[src/gio_regs.svh]
// Register offsets, field positions and reset values of the port block
`ifndef GIO_REGS_SVH
`define GIO_REGS_SVH
`define GIO_OFS_DATA0    8'h00
`define GIO_OFS_DATA1    8'h04
`define GIO_OFS_DATA2    8'h08
`define GIO_OFS_DATA4    8'h0C
`define GIO_OFS_DIR0     8'h10
`define GIO_OFS_DIR1     8'h14
`define GIO_OFS_DIR2     8'h18
`define GIO_OFS_DIR4     8'h1C
`define GIO_OFS_PULLUP   8'h20
`define GIO_OFS_OTYPE0   8'h24
`define GIO_OFS_OTYPE1   8'h28
`define GIO_OFS_ALTSEL   8'h2C
`define GIO_OFS_PIN0     8'h30
`define GIO_OFS_PIN1     8'h34
`define GIO_OFS_PIN2     8'h38
`define GIO_OFS_PIN4     8'h3C
// Pull-up enable bit groups in the pull-up option register
`define GIO_PU_P0_LSB    0
`define GIO_PU_P1_LSB    8
`define GIO_PU_P2_LSB    16
`define GIO_PU_P4_LSB    24
// Output type register zero: one bit for each of the first two 8-bit ports
`define GIO_OT0_P0_BIT   0
`define GIO_OT0_P1_BIT   1
// Output type register one: pins five and six of the 7-bit port
`define GIO_OT1_P25_BIT  5
`define GIO_OT1_P26_BIT  6
// Reset values: all inputs, no pull-ups, CMOS, port mode
`define GIO_RST_DIR      8'hFF
`define GIO_RST_DATA     8'h00
`define GIO_RST_PULLUP   32'h0000_0000
`define GIO_RST_OTYPE    8'h00
`define GIO_RST_ALTSEL   8'h00
`endif

[src/gio_pkg.sv]
// Types shared by the port block
package gio_pkg;
  typedef enum logic [1:0] {
    GIO_RESP_OKAY   = 2'b00,
    GIO_RESP_SLVERR = 2'b10
  } gio_resp_t;
  typedef enum logic [0:0] {
    GIO_OT_CMOS  = 1'b0,
    GIO_OT_NOPEN = 1'b1
  } gio_otype_t;
endpackage

[src/gio_pin_bank.sv]
// One bank of port pins: pad drive, pull-ups and input synchroniser
`timescale 1ns/100ps
module gio_pin_bank #(
  parameter int WIDTH = 8
) (
  input  wire logic             aclk,
  input  wire logic             aresetn,
  input  wire logic [WIDTH-1:0] out_val,
  input  wire logic [WIDTH-1:0] is_input,
  input  wire logic [WIDTH-1:0] pu_sel,
  input  wire logic [WIDTH-1:0] open_drain,
  input  wire logic [WIDTH-1:0] pad_i,
  output logic      [WIDTH-1:0] pad_o_ff,
  output logic      [WIDTH-1:0] pad_oe_n_ff,
  output logic      [WIDTH-1:0] pullup_ff,
  output logic      [WIDTH-1:0] level_ff
);
  logic [WIDTH-1:0] sync1_ff;

  // Elaboration check on the bank width
  if (WIDTH < 1 || WIDTH > 8) begin : g_bad_width
    $error("gio_pin_bank: WIDTH must be 1..8");
  end

  // Pad drive; open-drain pins only pull low, release for a high
  always_ff @(posedge aclk) begin
    if (!aresetn) begin
      pad_o_ff    <= '0;
      pad_oe_n_ff <= '1;
    end else begin
      pad_o_ff    <= out_val;
      pad_oe_n_ff <= is_input | (open_drain & out_val);
    end
  end

  // Pull-up only acts on input pins
  always_ff @(posedge aclk) begin
    if (!aresetn) pullup_ff <= '0;
    else          pullup_ff <= pu_sel & is_input;
  end

  // Two-stage pin synchroniser
  always_ff @(posedge aclk) begin
    if (!aresetn) begin
      sync1_ff <= '0;
      level_ff <= '0;
    end else begin
      sync1_ff <= pad_i;
      level_ff <= sync1_ff;
    end
  end
endmodule

[src/gio_port_ctrl.sv]
// General-purpose port controller with AXI4-Lite register access
// Notes on behaviour
// - Every pin of the two 8-bit ports, the 7-bit port and the key port is input or output per bit.
// - An input pin gets its pull-up when its pull-up option bit is set; outputs ignore it.
// - The first two 8-bit ports choose CMOS or open-drain for the whole port in register zero.
// - Pins five and six of the 7-bit port each choose CMOS or open-drain in register one.
// - Only those eighteen pins can be switched to open-drain.
// - Pins 0, 1, 2 and 6 of the 7-bit port are selectable between port use and their alternate function.
// - The key port pin levels are also presented as key-return inputs.
`timescale 1ns/100ps
`include "gio_regs.svh"
module gio_port_ctrl
  import gio_pkg::*;
(
  input  wire logic        aclk,
  input  wire logic        aresetn,
  input  wire logic [7:0]  s_axi_awaddr,
  input  wire logic        s_axi_awvalid,
  output logic             s_axi_awready,
  input  wire logic [31:0] s_axi_wdata,
  input  wire logic [3:0]  s_axi_wstrb,
  input  wire logic        s_axi_wvalid,
  output logic             s_axi_wready,
  output logic [1:0]       s_axi_bresp,
  output logic             s_axi_bvalid,
  input  wire logic        s_axi_bready,
  input  wire logic [7:0]  s_axi_araddr,
  input  wire logic        s_axi_arvalid,
  output logic             s_axi_arready,
  output logic [31:0]      s_axi_rdata,
  output logic [1:0]       s_axi_rresp,
  output logic             s_axi_rvalid,
  input  wire logic        s_axi_rready,
  input  wire logic [7:0]  first_port_pins_i,
  output logic [7:0]       first_port_pins_o,
  output logic [7:0]       first_port_pins_oe_n,
  output logic [7:0]       first_port_pullup,
  input  wire logic [7:0]  second_port_pins_i,
  output logic [7:0]       second_port_pins_o,
  output logic [7:0]       second_port_pins_oe_n,
  output logic [7:0]       second_port_pullup,
  input  wire logic [6:0]  seven_bit_port_pins_i,
  output logic [6:0]       seven_bit_port_pins_o,
  output logic [6:0]       seven_bit_port_pins_oe_n,
  output logic [6:0]       seven_bit_port_pullup,
  input  wire logic [7:0]  key_port_pins_i,
  output logic [7:0]       key_port_pins_o,
  output logic [7:0]       key_port_pins_oe_n,
  output logic [7:0]       key_port_pullup,
  output logic [6:0]       alt_select_ff,
  input  wire logic        serial_clock_pin_out,
  input  wire logic        serial_clock_pin_oe,
  output logic             serial_clock_pin_in_ff,
  input  wire logic        serial_out_pin,
  output logic             serial_in_pin_ff,
  output logic             edge_interrupt_in_ff,
  output logic             timer_count_in_ff,
  input  wire logic        timer_out_pin,
  input  wire logic        timer_out_enable,
  output logic [7:0]       key_return_inputs_ff
);
  // Software state
  logic [7:0]  data0_ff, data1_ff, data4_ff, dir0_ff, dir1_ff, dir4_ff;
  logic [6:0]  data2_ff, dir2_ff;
  logic [31:0] pullup_option_reg_ff;
  logic [7:0]  output_type_reg_zero_ff, output_type_reg_one_ff;
  // Bus state
  logic [7:0]  aw_addr_ff;
  logic [31:0] w_data_ff, rd_word;
  logic [3:0]  w_strb_ff;
  logic        aw_held_ff, w_held_ff, do_write, wr_hit, rd_hit;
  // Synchronised pin levels and port 2 controls after the alternate mux
  logic [7:0]  lvl0, lvl1, lvl4;
  logic [6:0]  lvl2, p2_out, p2_in_mode, p2_od;
  // Write address and data latch in either order
  assign do_write = aw_held_ff && w_held_ff && !s_axi_bvalid;
  always_ff @(posedge aclk) begin
    if (!aresetn) begin
      aw_held_ff    <= 1'b0;
      aw_addr_ff    <= 8'h00;
      s_axi_awready <= 1'b0;
    end else begin
      s_axi_awready <= !aw_held_ff && !s_axi_awready;
      if (s_axi_awvalid && s_axi_awready) begin
        aw_held_ff    <= 1'b1;
        aw_addr_ff    <= s_axi_awaddr;
      end else if (do_write) begin
        aw_held_ff <= 1'b0;
      end
    end
  end
  always_ff @(posedge aclk) begin
    if (!aresetn) begin
      w_held_ff    <= 1'b0;
      w_data_ff    <= 32'h0000_0000;
      w_strb_ff    <= 4'h0;
      s_axi_wready <= 1'b0;
    end else begin
      s_axi_wready <= !w_held_ff && !s_axi_wready;
      if (s_axi_wvalid && s_axi_wready) begin
        w_held_ff    <= 1'b1;
        w_data_ff    <= s_axi_wdata;
        w_strb_ff    <= s_axi_wstrb;
      end else if (do_write) begin
        w_held_ff <= 1'b0;
      end
    end
  end
  // Writable window runs from DATA0 to ALTSEL, aligned words only
  assign wr_hit = (aw_addr_ff <= `GIO_OFS_ALTSEL) && (aw_addr_ff[1:0] == 2'b00);
  // Write response; pin level registers are read-only
  always_ff @(posedge aclk) begin
    if (!aresetn) begin
      s_axi_bvalid <= 1'b0;
      s_axi_bresp  <= GIO_RESP_OKAY;
    end else if (do_write) begin
      s_axi_bvalid <= 1'b1;
      s_axi_bresp  <= wr_hit ? GIO_RESP_OKAY : GIO_RESP_SLVERR;
    end else if (s_axi_bready) begin
      s_axi_bvalid <= 1'b0;
    end
  end
  // Control registers, byte lane 0 except the pull-up word
  always_ff @(posedge aclk) begin
    if (!aresetn) begin
      data0_ff <= `GIO_RST_DATA;
      data1_ff <= `GIO_RST_DATA;
      data2_ff <= 7'(`GIO_RST_DATA);
      data4_ff <= `GIO_RST_DATA;
      dir0_ff  <= `GIO_RST_DIR;
      dir1_ff  <= `GIO_RST_DIR;
      dir2_ff  <= 7'(`GIO_RST_DIR);
      dir4_ff  <= `GIO_RST_DIR;
      pullup_option_reg_ff    <= `GIO_RST_PULLUP;
      output_type_reg_zero_ff <= `GIO_RST_OTYPE;
      output_type_reg_one_ff  <= `GIO_RST_OTYPE;
      alt_select_ff           <= 7'(`GIO_RST_ALTSEL);
    end else if (do_write) begin
      if (w_strb_ff[0]) begin
        unique case (aw_addr_ff)
          `GIO_OFS_DATA0:  data0_ff <= w_data_ff[7:0];
          `GIO_OFS_DATA1:  data1_ff <= w_data_ff[7:0];
          `GIO_OFS_DATA2:  data2_ff <= w_data_ff[6:0];
          `GIO_OFS_DATA4:  data4_ff <= w_data_ff[7:0];
          `GIO_OFS_DIR0:   dir0_ff  <= w_data_ff[7:0];
          `GIO_OFS_DIR1:   dir1_ff  <= w_data_ff[7:0];
          `GIO_OFS_DIR2:   dir2_ff  <= w_data_ff[6:0];
          `GIO_OFS_DIR4:   dir4_ff  <= w_data_ff[7:0];
          // Only the implemented open-drain bits are kept
          `GIO_OFS_OTYPE0: output_type_reg_zero_ff <= w_data_ff[7:0] & 8'h03;
          `GIO_OFS_OTYPE1: output_type_reg_one_ff <= w_data_ff[7:0] & 8'h60;
          `GIO_OFS_ALTSEL: alt_select_ff <= w_data_ff[6:0];
          default: ;
        endcase
      end
      if (aw_addr_ff == `GIO_OFS_PULLUP) begin
        for (int b = 0; b < 4; b++) begin
          if (w_strb_ff[b]) pullup_option_reg_ff[b*8 +: 8] <= w_data_ff[b*8 +: 8];
        end
        pullup_option_reg_ff[23] <= 1'b0; // No eighth pin on the 7-bit port
      end
    end
  end
  // Read mux
  always_comb begin
    rd_hit  = 1'b1;
    rd_word = 32'h0000_0000;
    unique case (s_axi_araddr)
      `GIO_OFS_DATA0:  rd_word[7:0] = data0_ff;
      `GIO_OFS_DATA1:  rd_word[7:0] = data1_ff;
      `GIO_OFS_DATA2:  rd_word[6:0] = data2_ff;
      `GIO_OFS_DATA4:  rd_word[7:0] = data4_ff;
      `GIO_OFS_DIR0:   rd_word[7:0] = dir0_ff;
      `GIO_OFS_DIR1:   rd_word[7:0] = dir1_ff;
      `GIO_OFS_DIR2:   rd_word[6:0] = dir2_ff;
      `GIO_OFS_DIR4:   rd_word[7:0] = dir4_ff;
      `GIO_OFS_PULLUP: rd_word      = pullup_option_reg_ff;
      `GIO_OFS_OTYPE0: rd_word[7:0] = output_type_reg_zero_ff;
      `GIO_OFS_OTYPE1: rd_word[7:0] = output_type_reg_one_ff;
      `GIO_OFS_ALTSEL: rd_word[6:0] = alt_select_ff;
      `GIO_OFS_PIN0:   rd_word[7:0] = lvl0;
      `GIO_OFS_PIN1:   rd_word[7:0] = lvl1;
      `GIO_OFS_PIN2:   rd_word[6:0] = lvl2;
      `GIO_OFS_PIN4:   rd_word[7:0] = lvl4;
      default:         rd_hit       = 1'b0;
    endcase
  end
  // Read channel: one cycle arready pulse, data next cycle
  always_ff @(posedge aclk) begin
    if (!aresetn) begin
      s_axi_arready <= 1'b0;
      s_axi_rvalid  <= 1'b0;
      s_axi_rdata   <= 32'h0000_0000;
      s_axi_rresp   <= GIO_RESP_OKAY;
    end else begin
      s_axi_arready <= !s_axi_arready && !s_axi_rvalid && s_axi_arvalid;
      if (s_axi_arvalid && s_axi_arready) begin
        s_axi_rvalid  <= 1'b1;
        s_axi_rdata   <= rd_word;
        s_axi_rresp   <= rd_hit ? GIO_RESP_OKAY : GIO_RESP_SLVERR;
      end else if (s_axi_rready) begin
        s_axi_rvalid <= 1'b0;
      end
    end
  end
  // Port 2 alternate function mux: pin0 clock, pin1 data out, pin6 timer out
  always_comb begin
    p2_out     = data2_ff;
    p2_in_mode = dir2_ff;
    p2_od      = {output_type_reg_one_ff[`GIO_OT1_P26_BIT],
                  output_type_reg_one_ff[`GIO_OT1_P25_BIT], 5'b0_0000};
    if (alt_select_ff[0]) begin
      p2_out[0]     = serial_clock_pin_out;
      p2_in_mode[0] = !serial_clock_pin_oe;
    end
    if (alt_select_ff[1]) begin
      p2_out[1]     = serial_out_pin;
      p2_in_mode[1] = 1'b0;
    end
    if (alt_select_ff[2]) p2_in_mode[2] = 1'b1; // Serial data input
    if (alt_select_ff[6]) begin
      p2_out[6]     = timer_out_pin;
      p2_in_mode[6] = !timer_out_enable;
    end
  end
  // Alternate-function inputs, gated by selection; key-return inputs always follow the key port levels
  always_ff @(posedge aclk) begin
    if (!aresetn) begin
      serial_clock_pin_in_ff <= 1'b0;
      serial_in_pin_ff       <= 1'b0;
      edge_interrupt_in_ff   <= 1'b0;
      timer_count_in_ff      <= 1'b0;
      key_return_inputs_ff   <= 8'h00;
    end else begin
      serial_clock_pin_in_ff <= alt_select_ff[0] & lvl2[0];
      serial_in_pin_ff       <= alt_select_ff[2] & lvl2[2];
      edge_interrupt_in_ff   <= alt_select_ff[6] & lvl2[6];
      timer_count_in_ff      <= alt_select_ff[6] & lvl2[6];
      key_return_inputs_ff   <= lvl4;
    end
  end
  // Pin banks; the key port is always CMOS
  gio_pin_bank #(.WIDTH(8)) u_bank0 (
    .aclk        (aclk),
    .aresetn     (aresetn),
    .out_val     (data0_ff),
    .is_input    (dir0_ff),
    .pu_sel      (pullup_option_reg_ff[`GIO_PU_P0_LSB +: 8]),
    .open_drain  ({8{output_type_reg_zero_ff[`GIO_OT0_P0_BIT]}}),
    .pad_i       (first_port_pins_i),
    .pad_o_ff    (first_port_pins_o),
    .pad_oe_n_ff (first_port_pins_oe_n),
    .pullup_ff   (first_port_pullup),
    .level_ff    (lvl0)
  );
  gio_pin_bank #(.WIDTH(8)) u_bank1 (
    .aclk        (aclk),
    .aresetn     (aresetn),
    .out_val     (data1_ff),
    .is_input    (dir1_ff),
    .pu_sel      (pullup_option_reg_ff[`GIO_PU_P1_LSB +: 8]),
    .open_drain  ({8{output_type_reg_zero_ff[`GIO_OT0_P1_BIT]}}),
    .pad_i       (second_port_pins_i),
    .pad_o_ff    (second_port_pins_o),
    .pad_oe_n_ff (second_port_pins_oe_n),
    .pullup_ff   (second_port_pullup),
    .level_ff    (lvl1)
  );
  gio_pin_bank #(.WIDTH(7)) u_bank2 (
    .aclk        (aclk),
    .aresetn     (aresetn),
    .out_val     (p2_out),
    .is_input    (p2_in_mode),
    .pu_sel      (pullup_option_reg_ff[`GIO_PU_P2_LSB +: 7]),
    .open_drain  (p2_od),
    .pad_i       (seven_bit_port_pins_i),
    .pad_o_ff    (seven_bit_port_pins_o),
    .pad_oe_n_ff (seven_bit_port_pins_oe_n),
    .pullup_ff   (seven_bit_port_pullup),
    .level_ff    (lvl2)
  );
  gio_pin_bank #(.WIDTH(8)) u_bank4 (
    .aclk        (aclk),
    .aresetn     (aresetn),
    .out_val     (data4_ff),
    .is_input    (dir4_ff),
    .pu_sel      (pullup_option_reg_ff[`GIO_PU_P4_LSB +: 8]),
    .open_drain  (8'h00),
    .pad_i       (key_port_pins_i),
    .pad_o_ff    (key_port_pins_o),
    .pad_oe_n_ff (key_port_pins_oe_n),
    .pullup_ff   (key_port_pullup),
    .level_ff    (lvl4)
  );
endmodule

[config.mk]
export PLATFORM = sky130hd
export DESIGN_NAME = gio_port_ctrl
export DESIGN_NICKNAME = d
export VERILOG_FILES = /design/src/gio_pkg.sv /design/src/gio_pin_bank.sv /design/src/gio_port_ctrl.sv
export VERILOG_INCLUDE_DIRS = /design/src /design/src/src
export SDC_FILE = /design/constraint.sdc
export NUM_CORES = 1
export LEC_CHECK = 0
export BUFFER_PORTS_ARGS = -buffer_cell sky130_fd_sc_hd__buf_2
export CAP_MARGIN = 5
export CORE_MARGIN = 4
export CORE_UTILIZATION = 35
export DETAILED_ROUTE_END_ITERATION = 8
export GPL_TIMING_DRIVEN = 0
export PLACE_DENSITY = 0.52
export SYNTH_ARGS = -nofsm -noshare
export SYNTH_HDL_FRONTEND = slang
export SYNTH_SLANG_ARGS = --single-unit
[constraint.sdc]
create_clock -name aclk -period 2.6 [get_ports aclk]
set_clock_uncertainty 0.2 [all_clocks]
set_input_delay 0.39 -clock aclk [delete_from_list [all_inputs] [get_ports aclk]]
set_output_delay 0.39 -clock aclk [all_outputs]
set_load 0.02 [all_outputs]
==> qor.yml, run 1 <==
relSlewSlack_pct: 30.9
cap_violations: 0
irDropWorstVdd_v: 0.000476
grt.overflow.total: 0
worstPathRequired_ns: 2.75
worst_hold_path_type: "input port to flop"
nets: 1750
firstDrtPassIters: 7
htree_levels: 2
start_util_pct: 35.3
clk_latency_ns: 0.53
status: "finished, final reports clean"
grt_pass1_vias: 10300
drt-vias-per-instance: 4.95
post-route-drc-count: 0
p_seq_share_pct: 47.9
pre_cts_slack_ns: -0.480
timing.fmax_ghz: 0.409
setup_viol: 0
ys_types: 59
slowest_stage: "clkbuf_1"
gp_congestion: 0.917
cp_cell_sequence: "buf_2 -> clkbuf_1 -> clkbuf_1 -> clkbuf_1 -> nand3b_1"
min_from: "timer_out_enable"
port_buffers: 242
tritoncts: "yes"
ys_async_sr_fraction_pct: 0
timing_worst_setup_path_type: "input port to flop"
die-area_mm2: 0.0389
synth_top_area_share_pct: 56.4
r2r-start: "w_held_ff"
synthFlopType: "dfxtp_1"
clk_pin_slew_worst_paths_ns: 0.06
reg_top3: "pullup_option_reg_ff (31), s_axi_rdata (31), w_data_ff (31)"
ioPinCount: 248
hpwl_um: 34100
synth_edf_count: 0
yosysTopAreaCell: "dfxtp_1"
finalMaxSlewViolations: 0
ys_seq_area_share_pct: 56.4
p_leak_nw: 6.85
wl_per_cell_um: 21.2
mostFrequentLayoutCell: "dfxtp_1"
detail-route-antenna-nets: 0
numClockSinks: 353
p_comb_share_pct: 5.6
grt_max_degree: 15
tightest_slew_ns: 1.03
critPathMaxStageDelay_ns: 0.67
ys_warn_count: 0
min_period_ns: 2.44
die_x_um: 197
setup_tns_ns: 0
area.growth.synth_to_final_pct: 30.5
final_area_mm2: 0.0164
p_per_area_mw_per_mm2: 710
antenna_found_initial: 1
fillCellCount: 3464
power.switching_mw: 2.60
num_rows: 69
whs_ns: 0.0303
crit_arrival_ns: 2.59
final_cell_mix: "353 x dfxtp_1, 262 x buf_2, 238 x nand2_1, 108 x and2_1, 79 x dlygate4sd3_1"
synth-seq-cells: 353
drive_above_1_share_pct: 21.5
coreArea_mm2: 0.0355
clk_path_buf_depth: 3
setup_slack_ns: 0.156
placed_cell_area_mm2: 0.0143
hold_violations: 0
first_iter_violations: 858
clockPowerShare_pct: 46.5
syn_avg_cell_area_um2: 9.70
cts_root_buf: "clkbuf_16"
cts_setup_buffers: 0
synth_area_mm2: 0.0125
rsz0062_at_grt: "false"
gr-usage-all-layers_pct: 22.6
min_period_over_period_pct: 94.0
switching_share_pct: 22.4
num_vias: 10600
startpoint: "aresetn"
drt_wl_total_um: 45400
fp.dieH_um: 197
critPathLaunchType: "input port"
path_common_cell: "clkbuf_1"
p_int_mw: 9.00
synth_area_leaders: "dfxtp_1 56%, nand2_1 7.1%, and2_1 5.4%, a21boi_0 4.0%, mux2i_1 3.0%"
cts-buffers-inserted: 38
grt_pass1_wl_um: 66300
cp_max_fo: 10
synthCells: 1292
crit_path_end_kind: "flop"
[Yosys cell counts (3+ instances only)]
master     instances
and3_1            35
buf_1              8
nand2_1          238
a22o_1             5
dfxtp_1          353
buf_4              8
o2bb2ai_1          5
nor2b_1           35
mux2_2             6
nor4_1             3
nor3_1             8
a32oi_1            5
nor4_4             3
a31o_2            10
nor3b_1            3
or2_2              3
o21ai_0           65
and2_1           108
a22oi_1           40
mux2i_1           38
a21oi_1           16
nand2b_1          15
nand3_1           47
buf_2             20
inv_1              6
clkbuf_1          47
a221oi_1           3
a21boi_0          66
nand3b_1          19
nor2_1            37
[worst max-delay path: cells and delay by family]
family | cells | cell delay [ns]
buffers and inverters | 4 | 1.97
AND/OR/NAND/NOR | 1 | 0.23
[path summary, 6_finish.rpt]
check             cells after the start  slack [ns]                       to
setup / recovery                      5        0.16   u_bank2.pad_oe_n_ff[5]
hold / removal                        4        0.03     u_bank2.pullup_ff[6]
setup reg to reg                      5        0.39  pullup_option_reg_ff[7]
hold reg to reg                       1        0.23      u_bank2.level_ff[3]
[stage by stage]
stage | util (%) | instances | total power, mW
finish | 46.1 | 2143 | 11.6
global route | 46.1 | 2140 | 12.0
detailed placement | 40.4 | 1997 | 6.23
CTS | 46.1 | 2139 | 11.7
floorplan | - | 1294 | 5.95
global placement | 40.4 | 1997 | 6.22
[layer usage]
layer	vias to the layer above	share of wire [%]	global-route usage, %
li1	5121	-	-
met1	4992	45	31.4
met2	419	46	36.7
met3	69	7.1	4.04
met4	0	2.4	5.57
met5	-	0	0
[power by group through the flow]
stage / logic (mW) / registers, mW / clock network, mW
finish: 0.650 / 5.55 / 5.40
global route: 0.704 / 5.56 / 5.71
CTS: 0.646 / 5.55 / 5.52
detailed placement: 0.554 / 5.67 / 0
global placement: 0.552 / 5.67 / 0
floorplan: 0.290 / 5.66 / 0
[final cells by class]
class                           instances  area, um^2  share of cell area, %
Sequential cell                       353        7070                   43.2
Multi-Input combinational cell        850        5070                   31.0
Timing Repair Buffer                  321        2000                   12.2
Clock buffer                           52        1050                   6.45
Tap cell                              461         577                   3.53
Buffer                                 85         384                   2.35
Clock inverter                         11         166                   1.02
Inverter                                6        22.5                  0.138
Antenna cell                            4        10.0                 0.0612
[cells by family after synthesis]
kind of cell / share of synthesized area [%]
simple gates: 23.9
other cells: 0.0299
mux: 3.93
buf+inv: 3.23
flops: 56.4
compound gates: 12.5
[what timing repair did]
action | 4_1_cts | 5_1_grt
setup endpoints to repair | 0 | 7
endpoints found under the hold margin | 79 | 0
hold buffers | 79 | 0
resized for setup | 0 | 2
Note: power is estimated with default switching activity, not from simulation.
==> run 2: changes to the inputs <==
Settings changed: ABC_AREA from default to 1.
==> run 2 against run 1 <==
Setup slack improved by 0.12 ns; clock-buffer cell count rose by 3; maximum frequency rose by 5.0%; first-iteration DRC count rose by 5.8%; area after synthesis fell by 0.31%; highest routed layer unchanged; hold slack got worse by 0.014 ns; sequential power rose by 0.7%; clock power rose by 4.8%; sequential share of layout area fell by 0.096 points; die area fell by 0.30%.
==> qor.yml, run 2 <==
status: "finished, final reports clean"
cp_max_fo: 10
r2r-start: "s_axi_arready"
gr-usage-all-layers_pct: 22.8
worstPathRequired_ns: 2.85
clockPowerShare_pct: 47.3
ys_seq_area_share_pct: 56.6
clk_pin_slew_worst_paths_ns: 0.06
numClockSinks: 353
clk_path_buf_depth: 3
drt_wl_total_um: 45800
final_cell_mix: "353 x dfxtp_1, 338 x nand2_1, 262 x buf_2, 154 x inv_1, 153 x o21ai_0"
ys_warn_count: 0
hold_path_end: "w_data_ff[0]"
rsz0062_at_grt: "false"
startpoint: "s_axi_arvalid"
detail-route-antenna-nets: 0
die_x_um: 197
grt_max_degree: 15
htree_levels: 2
worst_hold_path_type: "input port to flop"
fp.dieH_um: 197
synth_top_area_share_pct: 56.6
rr_endpoint: "s_axi_rdata[2]"
synth_commonest_cells: "353 x dfxtp_1, 338 x nand2_1, 154 x inv_1"
pre_cts_slack_ns: -0.189
synthFlopType: "dfxtp_1"
num_vias: 11600
irDropWorstVdd_v: 0.000387
finalMaxSlewViolations: 0
cts-buffers-inserted: 39
reg2reg_depth: 5
tritoncts: "yes"
die-area_mm2: 0.0388
ioPinCount: 248
antenna_found_initial: 0
reg_top3: "pullup_option_reg_ff (31), s_axi_rdata (31), w_data_ff (31)"
timing.fmax_ghz: 0.430
drive_above_1_share_pct: 19.4
min_from: "s_axi_wdata[0]"
ff2ff_setup_slack_ns: 0.41
num_rows: 68
post-route-drc-count: 0
cts_setup_buffers: 0
setup_slack_ns: 0.273
drt-vias-per-instance: 4.81
yosysTopAreaCell: "dfxtp_1"
hpwl_um: 33800
synth_area_leaders: "dfxtp_1 57%, nand2_1 10%, o21ai_0 6.1%, a21oi_1 5.5%, inv_1 4.6%"
cap_violations: 0
firstDrtPassIters: 6
min_period_ns: 2.33
first_iter_violations: 908
yosysMostFrequentCell: "dfxtp_1"
grt.overflow.total: 0
holdPathStages: 3
start_util_pct: 35.8
synth-seq-cells: 353
critPathLaunchType: "input port"
nets: 2015
p_int_mw: 9.19
wl_per_cell_um: 19.1
mostFrequentLayoutCell: "dfxtp_1"
coreArea_mm2: 0.0349
relSlewSlack_pct: 32.7
p_comb_share_pct: 6.1
ys_async_sr_fraction_pct: 0
grt_pass1_wl_um: 67600
gp_congestion: 0.970
p_leak_nw: 8.04
synth_area_mm2: 0.0125
timing_worst_setup_path_type: "input port to flop"
p_per_area_mw_per_mm2: 731
tightest_slew_ns: 1.01
synth_edf_count: 0
port_buffers: 243
ys_types: 34
grt_pass1_vias: 11300
power.switching_mw: 2.79
diodes: 0
syn_avg_cell_area_um2: 8.03
crit_arrival_ns: 2.58
setup_viol: 0
switching_share_pct: 23.3
synthCells: 1556
power_mw: 12.0
p_seq_share_pct: 46.6
min_period_over_period_pct: 89.5
cts_root_buf: "clkbuf_16"
crit_path_end_kind: "flop"
area.growth.synth_to_final_pct: 31.2
clk_latency_ns: 0.54
hold_violations: 0
## run 2: cell types whose count changed after synthesis, sizes merged, moves of 38 or more
| cell | before | now |
|---|---|---|
| nor2 | 37 | 153 |
| a21boi | 67 | 0 |
| a22oi | 40 | 1 |
| nand2 | 239 | 342 |
| nand3 | 48 | 86 |
| o21ai | 65 | 157 |
| a21oi | 16 | 139 |
| and2 | 108 | 0 |
| inv | 6 | 156 |
## run 2: kinds of logic after synthesis
group,share of synthesized area (%)
and+or+nand+nor,21.0
DFF,56.6
AOI/OAI and AO/OA,14.0
buffers and inverters,8.31
muxes,0.0801
other,0.0300
## run 2: routing by layer
layer  global-route usage [%]  wire (um)
met1                     30.8      20100
met2                     37.7      21100
met3                     4.43       3470
met4                     6.19       1240
met5                        0          0
## run 2: worst max path at each step
stage	end	slack, ns
after detailed placement	u_bank2.pad_o_ff[0]	-0.19
final	s_axi_rdata[2]	0.27
after floorplan	s_axi_rdata[10]	0.91
after CTS	s_axi_rdata[13]	0.11
after global routing	s_axi_rdata[20]	0.10
after global placement	u_bank2.pad_o_ff[0]	-0.23
## run 2: critical path, stage by stage
cell and delay, ns:
dlygate4sd3_1 0.53, buf_2 0.11, nand2_1 0.32, inv_1 0.16, clkbuf_1 0.54, o21ai_0 0.34
a21oi_1 0.19
## run 2: stage by stage
| stage | setup TNS (ns) | hold WS [ns] | std cells | instance area (um^2) | utilization [%] |
|---|---|---|---|---|---|
| after CTS | 0 | 0.0117 | 2404 | 16400 | 47.0 |
| after global routing | 0 | 0.0133 | 2404 | 16400 | 47.0 |
| final | 0 | 0.0161 | 2404 | 16400 | 47.0 |
| after global placement | -0.940 | 0.199 | 2256 | 14300 | 41.0 |
| after detailed placement | -1.93 | 0.197 | 2256 | 14300 | 41.0 |
| after floorplan | 0 | 0.190 | 1558 | 12500 | - |
## run 2: what timing repair did
item,CTS,global route
gates resized for setup,1,2
hold endpoints to repair,78,0
endpoints found under the setup margin,3,22
hold buffers,78,0
## run 2: area by class of cell
cell class	count	area, um^2
Fill cell	3538	18500
Sequential cell	353	7070
Multi-Input combinational cell	953	4400
Timing Repair Buffer	321	2000
Clock buffer	55	1150
Inverter	158	594
Tap cell	455	569
Buffer	94	447
Clock inverter	15	169
## run 2: power groups by stage
stage | sequential [mW] | clock [mW] | combinational [mW]
after floorplan | 5.73 | 0 | 0.318
after global placement | 5.71 | 0 | 0.627
after detailed placement | 5.71 | 0 | 0.633
after CTS | 5.59 | 5.74 | 0.726
after global routing | 5.60 | 5.93 | 0.797
final | 5.59 | 5.66 | 0.731
